$ cat src/inc/msd_pkg.sv
// Purpose: Shared constants and types of the motor stall detector.
// Assumes: 32-bit Avalon-MM register bus with byte addresses.
// Notes:   Register offsets, field positions and register reset values used by the design live here.
package msd_pkg;

  // ****************************************************************
  // Widths
  // ****************************************************************
  localparam int unsigned READING_W  = 10;
  localparam int unsigned OFFSET_W   = 7;
  localparam int unsigned INTERVAL_W = 20;
  localparam int unsigned ADDR_W     = 8;
  localparam int unsigned DATA_W     = 32;
  localparam int unsigned BE_W       = 4;
  localparam int unsigned SUM_W      = 13;
  localparam int unsigned ACC_W      = 12;
  localparam int unsigned OFFSET_SH  = 5;
  localparam int unsigned AVG_SH     = 2;
  localparam int unsigned IRQ_W      = 2;

  // ****************************************************************
  // Register map
  // ****************************************************************
  localparam logic [ADDR_W-1:0] CONFIG_ADDR     = 8'h00;
  localparam logic [ADDR_W-1:0] LOWER_ADDR      = 8'h04;
  localparam logic [ADDR_W-1:0] UPPER_ADDR      = 8'h08;
  localparam logic [ADDR_W-1:0] READING_ADDR    = 8'h0c;
  localparam logic [ADDR_W-1:0] STATUS_ADDR     = 8'h10;
  localparam logic [ADDR_W-1:0] INT_ENABLE_ADDR = 8'h14;
  localparam logic [ADDR_W-1:0] INT_CLEAR_ADDR  = 8'h18;

  // ****************************************************************
  // Field positions of the configuration register
  // ****************************************************************
  localparam int unsigned CFG_OFFSET_LSB = 0;
  localparam int unsigned CFG_FILTER_BIT = 8;
  localparam int unsigned CFG_STALL_BIT  = 12;
  localparam int unsigned CFG_DIAG0_BIT  = 16;
  localparam int unsigned CFG_DIAG_OUT_ONE_BIT  = 17;

  // ****************************************************************
  // Status and interrupt bit positions
  // ****************************************************************
  localparam int unsigned ST_STALL_BIT  = 0;
  localparam int unsigned ST_UPDATE_BIT = 1;

  // ****************************************************************
  // Numeric limits and reset values
  // ****************************************************************
  localparam logic [READING_W-1:0]  READING_MAX   = 10'h3ff;
  localparam logic [READING_W-1:0]  READING_RST   = 10'h000;
  localparam logic [INTERVAL_W-1:0] LIMIT_RST     = 20'h00000;
  localparam logic [IRQ_W-1:0]      IRQ_RST       = 2'h0;
  localparam logic [1:0]            FILTER_LAST   = 2'h3;
  localparam logic [DATA_W-1:0]     DATA_ZERO     = 32'h00000000;

  typedef struct packed {
    logic                diag_out_one_sel;
    logic                diag0_sel;
    logic                stall_en;
    logic                filter_en;
    logic [OFFSET_W-1:0] offset;
  } msd_cfg_t;

  localparam msd_cfg_t CFG_RST = '{1'b0, 1'b0, 1'b0, 1'b0, 7'h00};

endpackage

$ cat src/hdl/msd_top.sv
// Purpose: Load reading, velocity-gated stall detection and stall diagnostic outputs.
// Assumes: Step, measurement and step-interval inputs come from logic on ref_clk_in.
// Notes:   Registers are reached over Avalon-MM; every access takes one wait cycle.
//
// Overview of operation
// Refresh the load reading once per full step when filtering is off.
// With filtering on, report the average of four consecutive load measurements.
// The load threshold offset is a two's complement signed value.
// A zero load reading raises the stall indication while detection is enabled.
// Either diagnostic output can be selected to carry the stall pulse.
// No stall detection while lower limit does not exceed the step interval.
// No stall detection while velocity is above the upper limit.
// The external controller stops the motor on a single stall pulse.
// A larger offset raises the reading, saturating at the maximum value.
// The load reading is a ten-bit unsigned value.
// With filtering on, one result per four full steps.
// The lower limit is judged by comparing it with the measured step interval.
// Stall pulse spans the step of a gated zero reading until next update.
`timescale 1ns/10ps
`default_nettype none
module msd_top (
  // Clock and reset
  input  wire logic                              ref_clk_in,
  input  wire logic                              nrst_in,
  // Motor side
  input  wire logic                              fullstep_in,
  input  wire logic [msd_pkg::READING_W-1:0]     load_value_in,
  input  wire logic [msd_pkg::INTERVAL_W-1:0]    step_interval_in,
  // Avalon-MM slave
  input  wire logic [msd_pkg::ADDR_W-1:0]        avs_address_in,
  input  wire logic                              avs_read_in,
  input  wire logic                              avs_write_in,
  input  wire logic [msd_pkg::DATA_W-1:0]        avs_writedata_in,
  input  wire logic [msd_pkg::BE_W-1:0]          avs_byteenable_in,
  output logic [msd_pkg::DATA_W-1:0]             avs_readdata_out,
  output logic                                   avs_waitrequest_out,
  // Results and diagnostics
  output logic [msd_pkg::READING_W-1:0]          load_reading_out,
  output logic                                   stall_out,
  output logic                                   diag_out_zero_out,
  output logic                                   diag_out_one_out,
  output logic                                   irq_out
);

  msd_pkg::msd_cfg_t                 cfg_reg;
  logic [msd_pkg::INTERVAL_W-1:0]    lower_velocity_limit_reg;
  logic [msd_pkg::INTERVAL_W-1:0]    upper_velocity_limit_reg;
  logic [msd_pkg::IRQ_W-1:0]         status_reg;
  logic [msd_pkg::IRQ_W-1:0]         status_next;
  logic [msd_pkg::IRQ_W-1:0]         int_enable_reg;
  logic [msd_pkg::DATA_W-1:0]        wmask;
  logic [msd_pkg::DATA_W-1:0]        cfg_word;
  logic [msd_pkg::DATA_W-1:0]        cfg_word_next;
  logic [msd_pkg::DATA_W-1:0]        lower_word_next;
  logic [msd_pkg::DATA_W-1:0]        upper_word_next;
  logic [msd_pkg::DATA_W-1:0]        rd_mux;
  logic [msd_pkg::IRQ_W-1:0]         events;
  logic [msd_pkg::IRQ_W-1:0]         clear_bits;
  logic [msd_pkg::READING_W-1:0]     load_reading;
  logic                              reading_update;
  logic                              req;
  logic                              accept;
  logic                              wr_accept;
  logic                              sel_cfg;
  logic                              sel_lower;
  logic                              sel_upper;
  logic                              sel_reading;
  logic                              sel_status;
  logic                              sel_enable;
  logic                              sel_clear;
  logic                              above_lower;
  logic                              below_upper;
  logic                              window_ok;
  logic                              stall_hit;
  logic                              stall_reg;
  logic                              stall_next;

  // ****************************************************************
  // Load measurement path
  // ****************************************************************
  msd_load_conditioner u_cond (
    .ref_clk_in   (ref_clk_in),
    .nrst_in      (nrst_in),
    .sample_in    (fullstep_in),
    .raw_in       (load_value_in),
    .filter_en_in (cfg_reg.filter_en),
    .offset_in    (cfg_reg.offset),
    .update_out   (reading_update),
    .reading_out  (load_reading)
  );

  assign load_reading_out = load_reading;

  // ****************************************************************
  // Velocity window
  // ****************************************************************
  // A short step interval means high velocity, so the comparisons run inverted.
  assign above_lower = (lower_velocity_limit_reg > step_interval_in);
  assign below_upper = (step_interval_in >= upper_velocity_limit_reg);
  assign window_ok   = above_lower && below_upper;

  // ****************************************************************
  // Stall detection
  // ****************************************************************
  // The pulse is rearmed only by a reading update, so one stall gives one pulse
  // per reading update, which is all the external controller needs to stop the motor.
  assign stall_hit  = reading_update && (load_reading == msd_pkg::READING_RST)
                      && cfg_reg.stall_en && window_ok;
  assign stall_next = reading_update ? stall_hit : stall_reg;

  always_ff @(posedge ref_clk_in or negedge nrst_in) begin
    if (!nrst_in) begin
      stall_reg         <= 1'b0;
      stall_out         <= 1'b0;
      diag_out_zero_out <= 1'b0;
      diag_out_one_out  <= 1'b0;
    end else begin
      stall_reg         <= stall_next;
      stall_out         <= stall_next;
      diag_out_zero_out <= stall_next && cfg_reg.diag0_sel;
      diag_out_one_out  <= stall_next && cfg_reg.diag_out_one_sel;
    end
  end

  // ****************************************************************
  // Bus decode
  // ****************************************************************
  assign req         = avs_read_in || avs_write_in;
  assign accept      = req && !avs_waitrequest_out;
  assign wr_accept   = accept && avs_write_in;
  assign sel_cfg     = (avs_address_in == msd_pkg::CONFIG_ADDR);
  assign sel_lower   = (avs_address_in == msd_pkg::LOWER_ADDR);
  assign sel_upper   = (avs_address_in == msd_pkg::UPPER_ADDR);
  assign sel_reading = (avs_address_in == msd_pkg::READING_ADDR);
  assign sel_status  = (avs_address_in == msd_pkg::STATUS_ADDR);
  assign sel_enable  = (avs_address_in == msd_pkg::INT_ENABLE_ADDR);
  assign sel_clear   = (avs_address_in == msd_pkg::INT_CLEAR_ADDR);

  genvar lane;
  generate
    for (lane = 0; lane < msd_pkg::BE_W; lane++) begin : g_lane
      assign wmask[lane*8 +: 8] = {8{avs_byteenable_in[lane]}};
    end
  endgenerate

  assign cfg_word = {14'h0,
                     cfg_reg.diag_out_one_sel,
                     cfg_reg.diag0_sel,
                     3'h0,
                     cfg_reg.stall_en,
                     3'h0,
                     cfg_reg.filter_en,
                     1'b0,
                     cfg_reg.offset};

  assign cfg_word_next   = (cfg_word & ~wmask) | (avs_writedata_in & wmask);
  assign lower_word_next = ({12'h000, lower_velocity_limit_reg} & ~wmask)
                         | (avs_writedata_in & wmask);
  assign upper_word_next = ({12'h000, upper_velocity_limit_reg} & ~wmask)
                         | (avs_writedata_in & wmask);

  assign rd_mux = sel_cfg     ? cfg_word :
                  sel_lower   ? {12'h000, lower_velocity_limit_reg} :
                  sel_upper   ? {12'h000, upper_velocity_limit_reg} :
                  sel_reading ? {22'h0, load_reading} :
                  sel_status  ? {30'h0, status_reg} :
                  sel_enable  ? {30'h0, int_enable_reg} :
                  msd_pkg::DATA_ZERO;

  // ****************************************************************
  // Bus handshake
  // ****************************************************************
  // Waitrequest idles high and drops for exactly one cycle per request.
  always_ff @(posedge ref_clk_in or negedge nrst_in) begin
    if (!nrst_in) begin
      avs_waitrequest_out <= 1'b1;
      avs_readdata_out    <= msd_pkg::DATA_ZERO;
    end else begin
      avs_waitrequest_out <= !(req && avs_waitrequest_out);
      if (avs_read_in && avs_waitrequest_out) begin
        avs_readdata_out <= rd_mux;
      end
    end
  end

  // ****************************************************************
  // Configuration registers
  // ****************************************************************
  always_ff @(posedge ref_clk_in or negedge nrst_in) begin
    if (!nrst_in) begin
      cfg_reg                  <= msd_pkg::CFG_RST;
      lower_velocity_limit_reg <= msd_pkg::LIMIT_RST;
      upper_velocity_limit_reg <= msd_pkg::LIMIT_RST;
      int_enable_reg           <= msd_pkg::IRQ_RST;
    end else if (wr_accept) begin
      if (sel_cfg) begin
        cfg_reg.offset    <= cfg_word_next[msd_pkg::CFG_OFFSET_LSB +: msd_pkg::OFFSET_W];
        cfg_reg.filter_en <= cfg_word_next[msd_pkg::CFG_FILTER_BIT];
        cfg_reg.stall_en  <= cfg_word_next[msd_pkg::CFG_STALL_BIT];
        cfg_reg.diag0_sel <= cfg_word_next[msd_pkg::CFG_DIAG0_BIT];
        cfg_reg.diag_out_one_sel <= cfg_word_next[msd_pkg::CFG_DIAG_OUT_ONE_BIT];
      end
      if (sel_lower) begin
        lower_velocity_limit_reg <= lower_word_next[msd_pkg::INTERVAL_W-1:0];
      end
      if (sel_upper) begin
        upper_velocity_limit_reg <= upper_word_next[msd_pkg::INTERVAL_W-1:0];
      end
      if (sel_enable && avs_byteenable_in[0]) begin
        int_enable_reg <= avs_writedata_in[msd_pkg::IRQ_W-1:0];
      end
    end
  end

  // ****************************************************************
  // Interrupts
  // ****************************************************************
  // A new event in the clearing cycle survives, so no stall is ever lost.
  assign events[msd_pkg::ST_STALL_BIT]  = stall_hit;
  assign events[msd_pkg::ST_UPDATE_BIT] = reading_update;
  assign clear_bits = (wr_accept && sel_clear && avs_byteenable_in[0]) ?
                      avs_writedata_in[msd_pkg::IRQ_W-1:0] : msd_pkg::IRQ_RST;
  assign status_next = (status_reg & ~clear_bits) | events;

  always_ff @(posedge ref_clk_in or negedge nrst_in) begin
    if (!nrst_in) begin
      status_reg <= msd_pkg::IRQ_RST;
      irq_out    <= 1'b0;
    end else begin
      status_reg <= status_next;
      irq_out    <= |(status_next & int_enable_reg);
    end
  end

endmodule
`default_nettype wire

$ cat src/hdl/msd_load_conditioner.sv
// Purpose: Offsets each raw load measurement and optionally averages four of them.
// Assumes: sample_in is a one-cycle pulse per full step from logic on the same clock.
// Notes:   The result register is the load reading seen by software and by stall logic.
`timescale 1ns/10ps
`default_nettype none
module msd_load_conditioner (
  // Clock and reset
  input  wire logic                              ref_clk_in,
  input  wire logic                              nrst_in,
  // Measurement
  input  wire logic                              sample_in,
  input  wire logic [msd_pkg::READING_W-1:0]     raw_in,
  // Configuration
  input  wire logic                              filter_en_in,
  input  wire logic [msd_pkg::OFFSET_W-1:0]      offset_in,
  // Result
  output logic                                   update_out,
  output logic [msd_pkg::READING_W-1:0]          reading_out
);

  logic signed [msd_pkg::SUM_W-1:0]  sum;
  logic [msd_pkg::READING_W-1:0]     adjusted;
  logic [msd_pkg::ACC_W-1:0]         acc_reg;
  logic [msd_pkg::ACC_W-1:0]         acc_next;
  logic [1:0]                        cnt_reg;
  logic                              last_of_four;

  // ****************************************************************
  // Signed offset, scaled to the reading range, with saturation
  // ****************************************************************
  assign sum = $signed({3'h0, raw_in})
             + $signed({offset_in[msd_pkg::OFFSET_W-1], offset_in, 5'h00});
  assign adjusted = sum[msd_pkg::SUM_W-1] ? msd_pkg::READING_RST :
                    (sum[msd_pkg::SUM_W-2:msd_pkg::READING_W] != 2'h0) ? msd_pkg::READING_MAX :
                    sum[msd_pkg::READING_W-1:0];

  // ****************************************************************
  // Four-measurement average
  // ****************************************************************
  assign acc_next     = acc_reg + {2'h0, adjusted};
  assign last_of_four = (cnt_reg == msd_pkg::FILTER_LAST);

  always_ff @(posedge ref_clk_in or negedge nrst_in) begin
    if (!nrst_in) begin
      acc_reg     <= 12'h000;
      cnt_reg     <= 2'h0;
      update_out  <= 1'b0;
      reading_out <= msd_pkg::READING_RST;
    end else begin
      update_out <= 1'b0;
      if (!filter_en_in) begin
        acc_reg <= 12'h000;
        cnt_reg <= 2'h0;
        if (sample_in) begin
          reading_out <= adjusted;
          update_out  <= 1'b1;
        end
      end else if (sample_in) begin
        cnt_reg <= cnt_reg + 2'h1;
        if (last_of_four) begin
          acc_reg     <= 12'h000;
          reading_out <= acc_next[msd_pkg::ACC_W-1:msd_pkg::AVG_SH];
          update_out  <= 1'b1;
        end else begin
          acc_reg <= acc_next;
        end
      end
    end
  end

endmodule
`default_nettype wire

$ cat config.mk
export PLATFORM = sky130hd
export DESIGN_NAME = msd_top
export DESIGN_NICKNAME = d
export VERILOG_FILES = /design/src/inc/msd_pkg.sv /design/src/hdl/msd_top.sv /design/src/hdl/msd_load_conditioner.sv
export SDC_FILE = /design/constraint.sdc
export NUM_CORES = 1
export LEC_CHECK = 0
export ABC_AREA = 1
export BUFFER_PORTS_ARGS = -buffer_cell sky130_fd_sc_hd__buf_4
export CAP_MARGIN = 20
export CORE_UTILIZATION = 56
export DETAILED_ROUTE_END_ITERATION = 16
export PLACE_DENSITY = 0.8
export SETUP_SLACK_MARGIN = 0.3
export SLEW_MARGIN = 5
export SYNTH_ARGS = -nofsm -noshare
export SYNTH_HDL_FRONTEND = slang
export SYNTH_SLANG_ARGS = --single-unit
$ cat constraint.sdc
create_clock -name ref_clk_in -period 3.73 [get_ports ref_clk_in]
set_input_delay 0.5595 -clock ref_clk_in [delete_from_list [all_inputs] [get_ports ref_clk_in]]
set_output_delay 0.5595 -clock ref_clk_in [all_outputs]
set_load 0.02 [all_outputs]
* Word level (Yosys, flattened, before mapping)
Cells that the tools add are included.
Widths: inputs -> output; s select.
** Storage, ports and cells
- Register bits after elaboration :: 117
- Bits in latches :: 0
- RAM bits :: 0
- Memory bits (read-only) :: 0
- Input bits :: 79
- Logic and storage cells :: 93
- Memories :: 0
** Cells by class
- $add $sub $neg :: 3
- $mul :: 0
- Divide/modulo/power cells :: 0
- Magnitude comparators :: 2
- Equality and inequality tests :: 9
- Shift operators :: 0
- Muxes and demuxes :: 23
- Bitwise logic cells :: 12
- Reduce and logical (&&, ||, !) cells :: 25
** Operators with widths (number)
- $mux 10 :: 7
- $and 20x20->20 :: 3
- $mux 20 :: 3
- $or 20x20->20 :: 2
- $mux 12 :: 3
- $eq 8x5->1 const B :: 3
- $ge 20x20->1 :: 1
- $gt 20x20->1 :: 1
- $not 20->20 :: 1
- $and 18x18->18 :: 1
- $or 18x18->18 :: 1
- $eq 8x4->1 const B :: 2
- $add 11x12->13 :: 1
- $logic_and 1x1->1 :: 13
- $add 12x10->12 :: 1
- $logic_not 10->1 :: 1
- $mux 2 :: 5
- $reduce_and 2->1 :: 5
- $eq 8x3->1 const B :: 1
- $logic_not 8->1 :: 1
- $mux 1 :: 5
- $and 2x2->2 :: 2
- $add 2x1->2 const B :: 1
- $eq 2x2->1 const B :: 1
- 8 further kinds :: 9

* Depth between registers and ports, before layout
Gate-level depths: netlist (run 1).
- Word-level depth :: 11
- Gate-level depth with buffers :: 23

* Cells and area by module
From an unflattened synthesis (run 1), not the netlist that was laid out.
** Unflattened totals
- Cell total of the unflattened synthesis :: 922
- Area, all modules :: 7021.7 sq um
** Modules (own cells, without submodules)
- msd_top :: times used 1, cells each 625, area an instance 4890.9 sq um, seq. area each 2003.2 sq um
- msd_load_conditioner :: times used 1, cells each 297, area an instance 2130.8 sq um, seq. area each 625.6 sq um

* Worst setup path before layout (run 1)
Ideal clock, no wire load.
- Path kind :: input-to-reg
- Start point :: input load_value_in[5] (netlist name)
- End point :: register u_cond.reading_out[6] (netlist name)
- Setup time :: 0.116 ns
- Arrival :: 3.022 ns
- Data required time :: 3.614 ns
- Setup slack :: 0.592 ns
- Stages :: 20
- Buffers on the path :: 0
- Path through :: ha_1 fa_1 nand4_1 nand4_1 nand2_1 nand3_1 nand2_1 inv_1 ha_1 fa_1 nand2_1 nand3_1 nand2_1 nand2_1 nand2_1 nand3_1 nand2_1 inv_1 nand2_1 nand2_1
** On the way
- Longest elaborated chain between the ends :: 8
- Elaborated cells between the ends (all ways) :: 9
- Classes of those cells :: add/sub: 2; mux: 6; reduce/logical: 1
** RTL lines
- from (decl) :: RTL line msd_top.sv:27 : input wire logic [msd_pkg::READING_W-1:0] load_value_in,
- $add 11x12->13 * :: RTL line msd_load_conditioner.sv:32 : + $signed({offset_in[msd_pkg::OFFSET_W-1], offset_in, 5'h00});
- $reduce_bool 2->1 :: RTL line msd_load_conditioner.sv:34 : (sum[msd_pkg::SUM_W-2:msd_pkg::READING_W] != 2'h0) ? msd_pkg::READING_MAX :
- $mux 10 :: RTL line msd_load_conditioner.sv:34
- $mux 10 * :: RTL line msd_load_conditioner.sv:33 : assign adjusted = sum[msd_pkg::SUM_W-1] ? msd_pkg::READING_RST :
- $add 12x10->12 :: RTL line msd_load_conditioner.sv:40 : assign acc_next = acc_reg + {2'h0, adjusted};
- $mux 10 :: RTL line msd_load_conditioner.sv:60 : if (last_of_four) begin
- $mux 10 :: RTL line msd_load_conditioner.sv:58 : end else if (sample_in) begin
- $mux 10 * :: RTL line msd_load_conditioner.sv:51 : if (!filter_en_in) begin
- to (signal assigned) :: RTL line msd_load_conditioner.sv:48 : reading_out <= msd_pkg::READING_RST;
- to (signal assigned) :: RTL line msd_load_conditioner.sv:55 : reading_out <= adjusted;
- to (signal assigned) :: RTL line msd_load_conditioner.sv:62 : reading_out <= acc_next[msd_pkg::ACC_W-1:msd_pkg::AVG_SH];
- to (decl) :: RTL line msd_load_conditioner.sv:18 : output logic [msd_pkg::READING_W-1:0] reading_out
Mark *: on every way between the ends. The rest lies on a longest branch, timed or not. The select of a mux whose other input is x is not followed.
A chain may end at the register's enable or synchronous reset.

==> run_results.csv, run 1 <==
group,metric,value,unit
run_status,status,"finished, final reports clean",
cts,path_clk_slew,70,ps
place,dp_hpwl,12400,um
cts,worstSkewPairLatency,360,ps
floorplanning,die-area,12700,um2
final_layout,fin_nets,1151,
drt,drtIter0Drc,470,
cts,clock-root-buffer,"clkbuf_16",
drt,num_vias,6081,
setup_path,path_class,"reg -> reg",
setup_path,cp-start-kind,"register",
power_and_ir_drop,comb_power_share,15.1,%
setup_path,slowest_delay,420,ps
synthesis,synth.area.top_cells,"dfrtp_1 (38%), nand2_1 (16%), ha_1 (10%)",
setup_path,crit_top_cell,"nand2_1",
final_layout,fillCellCount,1006,
drt,routed_via_density,5.22,
hold_path,hold_class,"in -> async",
synthesis,syn_area,6860,um2
run,maxCapViolations,0,
synthesis,syn_avg_cell_area,7.49,um2
sta,slew_headroom,34.3,%
synthesis,ys_seq_area_share,38.3,%
power_and_ir_drop,seqPwrFrac,47.4,%
floorplanning,rows,40,
cts,cts_inserted_buffers,9,
cts,cts.sinks,105,
setup_path,cp.arrival,3430,ps
sta,layout_min_cycle_time,3180,ps
place,gp_congestion,0.901,
power_and_ir_drop,cellPowerDensity,316,nW/um2
sta,tns,0,ps
cts,cts_buffer_depth,2,
drt,antenna_left,0,
synthesis,syn_inst,915,
floorplanning,start_util,57.3,%
setup_path,ff2ff_setup_slack,550,ps
global_route,grt_pass1_vias,5659,
sta,rsz0062_at_grt,"no",
drt,drc,0,
synthesis,yosysWarnings,0,
global_route,overflow,0,
sta,final_max_slew_viol_count,0,
global_route,grt_use_total,27.5,%
synthesis,synthFlopType,"dfrtp_1",
global_route,grt_pass1_wl,27200,um
sta,final-setup-viol-count,0,
global_route,antenna_found_initial,0,
setup_path,worstPathCellList,"ha_1 -> fa_2 -> nand4_1 -> nand4_1 -> nand2_4 -> nand3_1 -> nand2_1 -> inv_1 -> ha_1 -> fa_2 -> nand2_1 -> nand3_2 -> nand2_1 -> nand2_1 -> nand2_1 -> nand3_1 -> nand2_1 -> inv_1 -> nand2_1 -> nand2_1",
sta,tightest_slew,982,ps
synthesis,yosys.area.top_type_share,37.9,%
synthesis,synth_top_area_cell,"dfrtp_1",
synthesis,synth_edf_count,0,
sta,fmax,314,MHz
sta,fin_skew,8.10,ps
final_layout,synthToLayoutAreaGrowth,17.3,%
sta,finalCritPeriodShare,85.4,%
cts,htree_levels,3,
synthesis,synth_cell_types,43,
final_layout,diodes,0,
final_layout,drive_gt1_share,17.3,%
cts,cts_tree,"done",
floorplanning,core,12000,um2
power_and_ir_drop,power.switching,0.000680,W
setup_path,reg2regPathDepth,20,
synthesis,yosys-top-cells-count,"nand2_1 (297), inv_1 (148), dfrtp_1 (104)",
synthesis,ys_ff_latch,105,
synthesis,synth-async-reset-ratio,100,%
floorplanning,die_h,113,um
floorplanning,fp.dieW,113,um
power_and_ir_drop,clkPwrFrac,37.5,%
power_and_ir_drop,switching_share,26.8,%
final_layout,final_util,67.3,%
floorplanning,ios,126,
setup_path,critPathTopFamily,"simple AND/OR/NAND/NOR gates",
place,numPortBuffers,100,
power_and_ir_drop,p_int,0.00186,W
drt,routed_wl,16600,um
cts,cts_hold_buf,0,
global_route,grt_start_max_net_pins,106,
synthesis,yosysMostFrequentCell,"nand2_1",
setup_path,required,3970,ps
drt,wl_per_cell,14.2,um
drt,dr.pass1.iters,5,
setup_path,crit_fanout,5,
setup_path,slowest_stage,"dfrtp_1",
setup_path,cp_num_buf_inv,2,
sta,hold_viol_final,0,
power_and_ir_drop,irDropWorstVdd,0.000268,V
power_and_ir_drop,power.leakage,4.46,nW
setup_path,end_kind,"register",
setup_path,rr_endpoint,"u_cond.reading_out[6]",
==> layout make-up <==
type	count	area, um2	share of cell area (%)
flip-flops and latches	105	2630	32.7
well taps	147	184	2.29
inverters	154	583	7.25
clock inverters	5	53.8	0.669
multi-input cells	639	3550	44.2
repair buffers	105	801	9.95
clock buffers	11	243	3.02
==> cells by family after synthesis <==
family	share of synthesized area [%]
and+or+nand+nor	26.5
buffers and inverters	11.5
AOI/OAI and AO/OA	11.7
DFF	38.3
adders and majority gates	10.8
xor gates and xnor gates	1.15
other	0.0547
==> cells in the final DEF, fill, tap and decap left out, types with 6 or more instances in the layout <==
cell	count
clkbuf_16	9
o21ai_2	16
xnor2_1	6
nand4_1	8
o21ai_1	21
nand3_1	48
buf_4	104
nor2_1	43
conb_1	12
inv_1	148
nand2_2	7
o21ai_0	44
ha_1	51
a21oi_1	35
nand2_1	295
dfrtp_1	104
==> power groups by stage <==
| stage | Combinational (W) | Sequential [W] | Clock [W] |
|---|---|---|---|
| after detailed placement | 0.000378 | 0.00122 | 0 |
| final | 0.000384 | 0.00120 | 0.000952 |
| after CTS | 0.000381 | 0.00120 | 0.000975 |
| after global routing | 0.000429 | 0.00121 | 0.00102 |
| after floorplan | 0.000193 | 0.00124 | 0 |
| after global placement | 0.000372 | 0.00122 | 0 |
==> routing by layer <==
metal | part of all wire (%) | GRT usage [%] | vias up
met3 | 5.9 | 5.51 | 24
li1 | - | - | 3076
met5 | 0 | 0 | -
met2 | 48 | 45.3 | 172
met4 | 1.5 | 7.56 | 0
met1 | 45 | 37.1 | 2809
==> worst max-delay path by stage <==
stage,from,end,slack (ps),depth (start not counted)
final,register,u_cond.reading_out[6],550,20
after global routing,register,u_cond.reading_out[9],300,20
after global placement,load_value_in[5],u_cond.reading_out[6],220,21
after detailed placement,load_value_in[5],u_cond.reading_out[6],140,21
after CTS,register,u_cond.reading_out[6],360,20
after floorplan,load_value_in[5],u_cond.reading_out[6],590,20
==> metrics by stage <==
| step | std cells | worst slack (ps) | power (W) | hold slack (ps) | area (um2) |
|---|---|---|---|---|---|
| 2_1_floorplan | 926 | 592 | 0.00143 | 264 | 6900 |
| 3_3_place_gp | 1148 | 218 | 0.00160 | 459 | 7670 |
| 3_5_place_dp | 1148 | 144 | 0.00160 | 469 | 7670 |
| 4_1_cts | 1164 | 362 | 0.00256 | 301 | 7970 |
| 5_1_grt | 1166 | 298 | 0.00265 | 285 | 8050 |
| 6_report | 1166 | 546 | 0.00254 | 247 | 8050 |
==> timing repair <==
item / in CTS / in global routing
setup buffers: 0 / 1
endpoints found under the setup margin: 0 / 13
gates resized for setup: 0 / 11
endpoints found under the hold margin: 0 / 0
Note: power is estimated with default switching activity, not from simulation.
==> run 2: changes to the inputs <==
clock period = 3.2 ns   (was 3.73 ns; I/O delays follow)
==> run_results.csv, run 2 (same netlist as run 1, synthesis figures left out) <==
group,metric,value,unit
floorplanning,die-area,12700,um2
final_layout,fillCellCount,927,
final_layout,fin_cells,1194,
cts,path_clk_slew,70,ps
sta,tns,0,ps
cts,cts_hold_buf,0,
cts,cts_tree,"done",
power_and_ir_drop,irDropWorstVdd,0.000313,V
sta,rsz0062_at_grt,"yes",
floorplanning,core,12000,um2
drt,drc,0,
place,gp_congestion,0.926,
global_route,grt_pass1_vias,6075,
setup_path,crit_fanout,8,
setup_path,required,3450,ps
final_layout,multi_input_area,3880,um2
final_layout,synthToLayoutAreaGrowth,25.9,%
sta,fmax,333,MHz
sta,final-setup-viol-count,0,
cts,worstSkewPairLatency,360,ps
setup_path,cp-start-kind,"register",
global_route,antenna_found_initial,0,
global_route,overflow,0,
cts,cts_buffer_depth,2,
floorplanning,start_util,57.3,%
final_layout,fin_nets,1179,
global_route,grt_start_max_net_pins,71,
place,dp.cells,1160,
floorplanning,die_h,113,um
sta,hold_viol_final,0,
cts,cts_inserted_buffers,9,
sta,final_max_slew_viol_count,0,
floorplanning,fp.dieW,113,um
setup_path,reg2regPathDepth,16,
final_layout,drive_gt1_share,25.8,%
power_and_ir_drop,seqPwrFrac,44.8,%
place,dp_hpwl,12700,um
power_and_ir_drop,comb_power_share,15.7,%
power_and_ir_drop,power.leakage,4.69,nW
power_and_ir_drop,power.switching,0.000836,W
global_route,grt_pass1_wl,28600,um
place,numPortBuffers,100,
run,maxCapViolations,0,
cts,htree_levels,3,
power_and_ir_drop,switching_share,26.7,%
sta,layout_min_cycle_time,3010,ps
drt,drtIter0Drc,343,
cts,clock-root-buffer,"clkbuf_16",
run_status,status,"finished, final reports clean",
drt,routed_wl,18200,um
floorplanning,ios,126,
setup_path,path_class,"reg -> reg",
drt,num_vias,6424,
final_layout,final_common_cell,"nand2_1",
setup_path,end_kind,"register",
power_and_ir_drop,p_int,0.00229,W
final_layout,final_cell_mix,"nand2_1 (266), inv_1 (140), buf_4 (131), dfrtp_1 (104), ha_1 (43)",
drt,wl_per_cell,15.2,um
drt,dr.pass1.iters,5,
power_and_ir_drop,cellPowerDensity,363,nW/um2
setup_path,cp.arrival,3250,ps
sta,tightest_slew,748,ps
sta,fin_skew,8.42,ps
setup_path,rr_endpoint,"u_cond.reading_out[2]",
hold_path,hold_class,"in -> async",
sta,finalCritPeriodShare,94.0,%
setup_path,ff2ff_setup_slack,190,ps
cts,cts.sinks,105,
final_layout,diodes,0,
sta,slew_headroom,50.1,%
final_layout,seq_area,2630,um2
floorplanning,rows,40,
power_and_ir_drop,clkPwrFrac,39.5,%
drt,antenna_left,0,
drt,routed_via_density,5.38,
global_route,grt_use_total,28.7,%
run 2: worst max path at each step:
stage / startpoint / end / slack [ps] / depth (start not counted)
3_5_place_dp: load_value_in[5] / u_cond.reading_out[4] / -70 / 19
3_3_place_gp: load_value_in[5] / u_cond.reading_out[4] / -10 / 19
4_1_cts: register / u_cond.reading_out[8] / 280 / 20
5_1_grt: register / u_cond.reading_out[8] / 30 / 21
6_report: register / u_cond.reading_out[2] / 190 / 16
2_1_floorplan: load_value_in[7] / u_cond.reading_out[6] / 310 / 21
run 2: layer usage:
metal  vias up  GRT usage, %  share of wire, %
li1       3130             -                 -
met1      3034          35.9                41
met2       218          49.0                50
met3        42          5.40               5.6
met4         0          11.5               2.9
met5         -             0                 0
run 2: area by class of cell:
cell class,count,area share (%)
multi-input combinational,638,45.0
sequential,105,30.4
timing repair buffer,134,11.9
inverter,154,6.75
clock buffer,12,2.97
tap,147,2.13
clock inverter,4,0.855
run 2: what timing repair did:
action / CTS / global route
setup buffers: 8 / 10
endpoints found under the setup margin: 12 / 18
pin swaps: 11 / 34
cloned: 0 / 0
gates resized for setup: 18 / 70
run 2: power groups by stage:
| stage | clock network [W] | registers, W | logic, W |
|---|---|---|---|
| after detailed placement | 0 | 0.00143 | 0.000446 |
| after CTS | 0.00124 | 0.00140 | 0.000462 |
| after floorplan | 0 | 0.00144 | 0.000225 |
| after global routing | 0.00130 | 0.00140 | 0.000544 |
| final | 0.00124 | 0.00140 | 0.000492 |
| after global placement | 0 | 0.00143 | 0.000436 |
run 2: worst max-delay path, cell delays in order, from the launching register on:
cell,delay (ps)
dfrtp_1,420
ha_4,180
fa_2,360
nand4_1,100
nand4_1,150
nand2_4,140
nand3_1,110
nand2_2,90
inv_2,50
ha_4,150
fa_2,360
a31oi_1,280
xnor2_1,150
o21ai_0,160
inv_1,50
nand2_1,70
nand2_1,50
run 2: stage by stage:
stage	hold slack, ps	total power (W)	worst slack (ps)	instance area (um2)	utilization (%)
6_report	84.0	0.00313	193	8630	72.2
3_3_place_gp	458	0.00186	-10.1	7770	65.0
5_1_grt	117	0.00324	27.2	8630	72.2
3_5_place_dp	466	0.00187	-68.1	7770	65.0
2_1_floorplan	184	0.00167	311	6910	-
4_1_cts	97.3	0.00311	283	8290	69.3
